--- src/rtl/rpd_params.svh ---
// timing constants and reset values for the rs232 powerdown controller
`ifndef RPD_PARAMS_SVH
`define RPD_PARAMS_SVH
`define RPD_CLK_HZ 50000000
`define RPD_IDLE_S 30
`define RPD_IDLE_CYC (`RPD_CLK_HZ * `RPD_IDLE_S)
`define RPD_INVALID_US 30
`define RPD_INVALID_CYC ((`RPD_CLK_HZ / 1000000) * `RPD_INVALID_US)
`define RPD_VALID_US 1
`define RPD_VALID_CYC ((`RPD_CLK_HZ / 1000000) * `RPD_VALID_US)
`define RPD_WAKE_US 100
`define RPD_WAKE_CYC ((`RPD_CLK_HZ / 1000000) * `RPD_WAKE_US)
`define RPD_SYNC_RST 3'h4
`endif

--- src/rtl/rpd_pkg.sv ---
// types for the rs232 powerdown controller
package rpd_pkg;
    typedef enum logic [1:0] {
        RPD_ACTIVE,
        RPD_AUTO_DOWN,
        RPD_MANUAL_DOWN
    } rpd_mode_type;

    typedef struct packed {
        logic powered_down;
        logic pump_en;
        logic ready;
        logic invalid_n;
    } rpd_status_type;
endpackage

--- src/rtl/rpd_power_ctrl.sv ---
// power state, inactivity timer and invalid-level detector of an rs232 transceiver
// Notes on behaviour
// - powerdown stops pump, tristates all transmitter outputs
// - low shutdown input overrides keep-awake input
// - keep-awake high disables inactivity powerdown only
// - inactivity powerdown armed: keep-awake low, shutdown high
// - armed: 30 s without transitions powers down
// - auto powerdown left on any tx or rx data input transition
// - down: timer stays expired until wake event
// - keep-awake falling edge gives full 30 s
// - transmission resumes within 100 us of wake
// - invalid indicator low after 30 us all invalid
// - invalid indicator high 1 us after valid
// - invalid indicator never changes power state itself
// - invalid indicator works in every mode
// - ready low in powerdown, high once supply good
// - optional variant tristates receivers in powerdown
`timescale 1ns/10ps
`default_nettype none
`include "rpd_params.svh"
module rpd_power_ctrl
    import rpd_pkg::*;
#(
    parameter int NUM_TX = 3,
    parameter int NUM_RX = 5,
    parameter bit RX_DISABLE = 1'b1,
    parameter int IDLE_CYCLES = `RPD_IDLE_CYC,
    parameter int WAKE_CYCLES = `RPD_WAKE_CYC
) (
    input wire logic clk_sys,
    input wire logic sys_rst,
    input wire logic shutdown_n_in,
    input wire logic keep_awake_in,
    input wire logic [NUM_TX-1:0] tx_data_in,
    input wire logic [NUM_RX-1:0] rx_data_in,
    input wire logic [NUM_RX-1:0] rx_level_valid_in,
    input wire logic neg_supply_ok_in,
    output logic tx_oe,
    output logic rx_oe,
    output logic pump_en,
    output logic ready,
    output logic invalid_n,
    output rpd_status_type status
);
    localparam int NIN = NUM_TX + NUM_RX + NUM_RX + 3;
    localparam int INV_CYC = `RPD_INVALID_CYC;
    localparam int VAL_CYC = `RPD_VALID_CYC;

    // three-stage synchronisers; a change counts while stages two and three differ
    logic [NIN-1:0] s1_reg, s2_reg, s3_reg;
    logic [NIN-1:0] s1_next, s2_next, s3_next;
    always_comb begin
        s1_next = {shutdown_n_in, keep_awake_in, neg_supply_ok_in,
                   rx_level_valid_in, rx_data_in, tx_data_in};
        s2_next = s1_reg;
        s3_next = s2_reg;
    end
    always_ff @(posedge clk_sys) begin
        if (sys_rst) begin
            // shutdown starts released, else reset would read as a manual powerdown
            s1_reg <= {`RPD_SYNC_RST, {(NIN-3){1'b0}}};
            s2_reg <= {`RPD_SYNC_RST, {(NIN-3){1'b0}}};
            s3_reg <= {`RPD_SYNC_RST, {(NIN-3){1'b0}}};
        end else begin
            s1_reg <= s1_next;
            s2_reg <= s2_next;
            s3_reg <= s3_next;
        end
    end

    logic activity;
    logic kaw_fall;
    logic kaw_rise;
    logic shut_n;
    logic kaw;
    logic supply_ok;
    logic any_valid;
    always_comb begin
        activity = |(s2_reg[NUM_TX+NUM_RX-1:0] ^ s3_reg[NUM_TX+NUM_RX-1:0]);
        shut_n = s3_reg[NIN-1];
        kaw = s3_reg[NIN-2];
        supply_ok = s3_reg[NIN-3];
        any_valid = |s3_reg[NUM_TX+2*NUM_RX-1:NUM_TX+NUM_RX];
        kaw_rise = s2_reg[NIN-2] & ~s3_reg[NIN-2];
        kaw_fall = ~s2_reg[NIN-2] & s3_reg[NIN-2];
    end

    // power state and inactivity timer
    rpd_mode_type mode_reg, mode_next;
    logic [31:0] idle_reg, idle_next;
    logic [15:0] wake_reg, wake_next;
    logic ready_reg, ready_next;
    always_comb begin
        mode_next = mode_reg;
        idle_next = idle_reg;
        wake_next = wake_reg;
        ready_next = ready_reg;
        if (!shut_n) begin
            mode_next = RPD_MANUAL_DOWN;
            idle_next = 32'h0000_0000;
        end else if (mode_reg != RPD_ACTIVE) begin
            if (activity || kaw_rise || (kaw && mode_reg == RPD_MANUAL_DOWN)) begin
                mode_next = RPD_ACTIVE;
                idle_next = 32'(IDLE_CYCLES);
            end
        end else if (kaw || activity || kaw_fall) begin
            idle_next = 32'(IDLE_CYCLES);
        end else if (idle_reg <= 32'h0000_0001) begin
            mode_next = RPD_AUTO_DOWN;
            idle_next = 32'h0000_0000;
        end else begin
            idle_next = idle_reg - 32'h0000_0001;
        end
        // ready falls on entry to powerdown, rises once supply is good
        if (mode_next != RPD_ACTIVE) begin
            ready_next = 1'b0;
            wake_next = 16'(WAKE_CYCLES);
        end else if (wake_reg != 16'h0000) begin
            wake_next = wake_reg - 16'h0001;
            ready_next = supply_ok;
        end else begin
            // bounded wake: never wait past the recovery window
            ready_next = 1'b1;
        end
    end
    always_ff @(posedge clk_sys) begin
        if (sys_rst) begin
            mode_reg <= RPD_ACTIVE;
            idle_reg <= 32'(IDLE_CYCLES);
            wake_reg <= 16'(WAKE_CYCLES);
            ready_reg <= 1'b0;
        end else begin
            mode_reg <= mode_next;
            idle_reg <= idle_next;
            wake_reg <= wake_next;
            ready_reg <= ready_next;
        end
    end

    // invalid-level detector, independent of the power state
    logic [15:0] inv_reg, inv_next;
    logic invn_reg, invn_next;
    always_comb begin
        inv_next = inv_reg;
        invn_next = invn_reg;
        if (any_valid) begin
            if (inv_reg >= 16'(VAL_CYC - 1)) begin
                invn_next = 1'b1;
            end else begin
                inv_next = inv_reg + 16'h0001;
            end
            if (invn_reg) begin
                inv_next = 16'h0000;
            end
        end else if (invn_reg) begin
            if (inv_reg >= 16'(INV_CYC - 1)) begin
                invn_next = 1'b0;
                inv_next = 16'h0000;
            end else begin
                inv_next = inv_reg + 16'h0001;
            end
        end else begin
            inv_next = 16'h0000;
        end
    end
    always_ff @(posedge clk_sys) begin
        if (sys_rst) begin
            inv_reg <= 16'h0000;
            invn_reg <= 1'b0;
        end else begin
            inv_reg <= inv_next;
            invn_reg <= invn_next;
        end
    end

    // outputs; invalid_n feeds nothing in the power path
    logic down;
    always_comb begin
        down = (mode_reg != RPD_ACTIVE);
        pump_en = ~down;
        tx_oe = ~down & ready_reg;
        rx_oe = ~(RX_DISABLE & down);
        ready = ready_reg;
        invalid_n = invn_reg;
        status = '{powered_down: down, pump_en: ~down, ready: ready_reg,
                   invalid_n: invn_reg};
    end

    // cycles spent awake with transmitters still off; bounds the resume time
    logic [15:0] resume_reg, resume_next;
    always_comb begin
        resume_next = resume_reg;
        if (down || tx_oe) begin
            resume_next = 16'h0000;
        end else if (resume_reg != 16'hffff) begin
            resume_next = resume_reg + 16'h0001;
        end
    end
    always_ff @(posedge clk_sys) begin
        if (sys_rst) begin
            resume_reg <= 16'h0000;
        end else begin
            resume_reg <= resume_next;
        end
    end

    pump_off_a: assert property (@(posedge clk_sys) disable iff (sys_rst)
        (mode_reg != RPD_ACTIVE) |-> (!pump_en && !tx_oe))
        else $error("pump or transmitter on while down");
    shut_prio_a: assert property (@(posedge clk_sys) disable iff (sys_rst)
        !shut_n |=> mode_reg == RPD_MANUAL_DOWN)
        else $error("shutdown did not force powerdown");
    keep_on_a: assert property (@(posedge clk_sys) disable iff (sys_rst)
        (shut_n && kaw && mode_reg == RPD_ACTIVE) |=> mode_reg == RPD_ACTIVE)
        else $error("powered down while keep-awake high");
    auto_arm_a: assert property (@(posedge clk_sys) disable iff (sys_rst)
        (mode_reg == RPD_ACTIVE && mode_next == RPD_AUTO_DOWN) |-> (!kaw && shut_n))
        else $error("auto powerdown while not armed");
    wake_act_a: assert property (@(posedge clk_sys) disable iff (sys_rst)
        (mode_reg == RPD_AUTO_DOWN && shut_n && activity) |=> mode_reg == RPD_ACTIVE)
        else $error("transition did not wake device");
    kaw_fall_a: assert property (@(posedge clk_sys) disable iff (sys_rst)
        (shut_n && kaw_fall && mode_reg == RPD_ACTIVE) |=> idle_reg == 32'(IDLE_CYCLES))
        else $error("keep-awake fall did not restart timer");
    ready_low_a: assert property (@(posedge clk_sys) disable iff (sys_rst)
        $rose(mode_reg != RPD_ACTIVE) |-> !ready)
        else $error("ready high in powerdown");
    wake_time_a: assert property (@(posedge clk_sys) disable iff (sys_rst)
        resume_reg <= 16'(WAKE_CYCLES + 1))
        else $error("transmission not resumed in time");
    inv_low_a: assert property (@(posedge clk_sys) disable iff (sys_rst)
        $fell(invalid_n) |-> $past(!any_valid))
        else $error("invalid fell with a valid level");
    rx_hiz_a: assert property (@(posedge clk_sys) disable iff (sys_rst)
        RX_DISABLE && down |-> !rx_oe)
        else $error("receivers driven while down");
endmodule
`default_nettype wire

--- config.mk ---
export PLATFORM = sky130hd
export DESIGN_NAME = rpd_power_ctrl
export DESIGN_NICKNAME = d
export VERILOG_FILES = /design/src/rtl/rpd_pkg.sv /design/src/rtl/rpd_power_ctrl.sv
export VERILOG_INCLUDE_DIRS = /design/src /design/src/rtl
export SDC_FILE = /design/constraint.sdc
export NUM_CORES = 1
export LEC_CHECK = 0
export BUFFER_PORTS_ARGS = -buffer_cell sky130_fd_sc_hd__buf_2
export CORE_MARGIN = 4
export CORE_UTILIZATION = 38
export CTS_CLUSTER_SIZE = 40
export DETAILED_ROUTE_END_ITERATION = 12
export PLACE_DENSITY = 0.61
export RECOVER_POWER = 50
export SETUP_SLACK_MARGIN = 0.02
export SLEW_MARGIN = 20
export SYNTH_ARGS = -nofsm -noshare
export SYNTH_HDL_FRONTEND = slang
export SYNTH_SLANG_ARGS = --single-unit
--- constraint.sdc ---
create_clock -name clk_sys -period 4.5 [get_ports clk_sys]
set_clock_uncertainty 0.1 [all_clocks]
set_input_delay 0.9 -clock clk_sys [delete_from_list [all_inputs] [get_ports clk_sys]]
set_output_delay 0.9 -clock clk_sys [all_outputs]
set_load 0.02 [all_outputs]
==> results.toml <==
[power_and_ir_drop]
pwr-share-seq_pct = 42.3
combPwrFrac_pct = 8.3
p_clk_share_pct = 49.4
power_per_cell_area_nw_per_um2 = 442.4
p_int_w = 0.002018
ir_worst_vdd_mv = 0.2513
p_leak_nw = 2.069
switching_share_pct = 22.57
p_sw_w = 0.0005884

[grt]
gr-total-overflow = 0
grt_pass1_wl_um = 18640
grt_pass1_vias = 3945
grt_max_degree = 44
grt_usage_pct = 14.45
antenna_found_initial = 0

[synth]
yosys.area_share.simple_pct = 28.90
synth_cells = 569
yosys.area.top_type = "dfxtp_1"
synth_area_leaders = "dfxtp_1 (45%), nor2b_1 (6.2%), or4_1 (3.7%), xor2_1 (2.7%), nor2_1 (2.6%)"
ys_seq_area_share_pct = 45.22
netlist.area_leader.share_pct = 45.22
synth-edff-count = 0
synth-xor-area-share_pct = 3.582
synth_ff_type = "dfxtp_1"
synth_top_family_by_area = "simple AND/OR/NAND/NOR gates"
yosysUniqueCellTypes = 64
syn_area_per_cell_um2 = 9.024
yosys_warnings = 0
synth_adder_area_share_pct = 1.462
synth_nets = 593
synth.cell_area_um2 = 5135
synthMuxAreaShare_pct = 0.3899
async_reset_ff_share_pct = 0
synth_seq_cells = 116
synth-compound-area-share_pct = 16.13

[timing]
max_slew.worst_pin.slew_ns = 1.001
rsz0062_at_grt = "false"
hold_violations = 0
maxSlewHeadroom_pct = 31.52
min_period_ns = 3.367
max_freq_mhz = 297.0
setup_viol = 0
min_period_over_period_pct = 74.82
finalMaxSlewViolations = 0
setup_tns_ns = 0

[setup_path]
cp-start-kind = "register"
cp.required_ns = 4.67
rr_endpoint = "wake_reg[6]$_SDFFE_PP0N_"
max_stage_delay_ns = 0.85
arrival_ns = 3.53
critical_path_class = "register to register"
reg2reg_from = "idle_reg[16]$_SDFFE_PP0P_"
setup.worst_path.end_class = "register"
crit_slowest_cell = "or4b_1"
cp_max_fo = 17
rr_worst_depth = 5
ff2ff_setup_slack_ns = 1.13
crit_chain = "or4_1 -> or3_1 -> or4b_1 -> o211ai_2 -> nor3_1"

[place]
dpl.hpwl_um = 7208
portBuffers = 26
place.gp.congestion = 0.8860

[routing]
dr.pass1.iters = 5
drt_iter0_markers = 269
vias_per_cell = 5.518
drcViolationCount = 0
vias = 4232
wl_per_cell_um = 14.14
ant_nets = 0
wl_um = 10850

[clock_network]
clockBufferDepth = 2
cts_buffers = 17
cts_tree = "built"
post-cts-setup-buffer-count = 0
clkTransAtPathRegs_ns = 0.05
cts_root_buffer = "clkbuf_16"
cts_sinks = 116
ctsResizeCount = 0
clock_latency_ns = 0.41
htreeDepth = 4
cts_hold_buf = 0

[floorplan]
core-area_um2 = 13240
rows = 42
start_util_pct = 38.78
die_w_um = 124.2
io_pins = 27
die-area_um2 = 15440
die_y_um = 124.2

[finish]
fillCellCount = 1310
largest_register_ffs = 32
drive_gt1_share_pct = 9.983
multi_input_area_um2 = 2591
final_cell_mix = "dfxtp_1 (116), nor2b_1 (51), nor2_1 (36)"
final-seq-area_um2 = 2322
final_nets = 607
antenna_cells = 0
syn_to_final_growth_pct = 14.74
final_util_pct = 44.49
final_common_cell = "dfxtp_1"

[min_path]
holdCritPathClass = "register to register"
holdPathStages = 1
holdCritStartpoint = "s2_reg[15]$_SDFF_PP1_"
min_to = "s3_reg[15]$_SDFF_PP1_"

[run]
cap_viol_max_count = 0

[status]
outcome = "finished clean"
## cell type report
class | instances | share of cell area [%]
sequential | 116 | 39.41
tap | 176 | 3.738
clock buffer | 21 | 7.645
inverter | 12 | 0.7645
timing repair buffer | 31 | 2.633
clock inverter | 6 | 1.826
multi-input combinational | 405 | 43.98
## cell usage after synthesis, types with 14 or more instances
library cell and n:
clkbuf_1 21, nand2_1 32, a21oi_1 20, nor3_1 20, o21ai_0 14, dfxtp_1 116, nor2_1 36, or4_1 25
xor2_1 16, nor4_1 19, nor2b_1 51, nand3_1 16
## metal layers
layer	routed length (µm)	global-route usage [%]	up-vias
met5	0	0	-
met4	161	6.190	0
met3	536	4.381	13
met2	4844	22.46	105
met1	5304	18.59	1991
li1	-	-	2123
## critical path: cells and delay by family, from the launching register on
family | cells | cell delay, ns
flip-flops | 1 | 0.35
AO/OA/AOI/OAI | 1 | 0.60
AND/OR/NAND/NOR | 4 | 2.18
## how the worst max path moves through the flow
stage | start | to | slack [ns]
detailed placement | idle_reg[16]$_SDFFE_PP0P_ | wake_reg[6]$_SDFFE_PP0N_ | 1.13
finish | idle_reg[16]$_SDFFE_PP0P_ | wake_reg[6]$_SDFFE_PP0N_ | 1.13
CTS | idle_reg[16]$_SDFFE_PP0P_ | wake_reg[6]$_SDFFE_PP0N_ | 1.11
floorplan | idle_reg[0]$_SDFFE_PP0P_ | idle_reg[18]$_SDFFE_PP0P_ | 1.75
global route | idle_reg[16]$_SDFFE_PP0P_ | wake_reg[6]$_SDFFE_PP0N_ | 0.95
global placement | idle_reg[16]$_SDFFE_PP0P_ | wake_reg[6]$_SDFFE_PP0N_ | 1.21
## through the flow
stage / power, W / setup WS (ns) / cell area, µm² / std cells / hold WS (ns)
global placement: 0.001331 / 1.209 / 5346 / 740 / 0.2916
detailed placement: 0.001338 / 1.129 / 5346 / 740 / 0.2955
global route: 0.002719 / 0.9458 / 5892 / 767 / 0.3324
CTS: 0.002641 / 1.108 / 5904 / 767 / 0.3136
floorplan: 0.001282 / 1.749 / 5135 / 569 / 0.2895
finish: 0.002607 / 1.133 / 5892 / 767 / 0.3082
## power groups by stage
stage	Clock (W)	Combinational [W]	Sequential, W
2_1_floorplan	0	0.000169	0.00111
3_3_place_gp	0	0.000210	0.00112
4_1_cts	0.00132	0.000216	0.00110
3_5_place_dp	0	0.000214	0.00112
6_report	0.00129	0.000215	0.00110
5_1_grt	0.00137	0.000241	0.00111
## kinds of logic after synthesis
| family | count (synthesis) |
|---|---|
| xor+xnor | 21 |
| compound gates | 118 |
| simple gates | 258 |
| buf+inv | 48 |
| flops | 116 |
| fa+ha+maj | 6 |
| mux | 2 |
(Power assumes the default switching activity.)
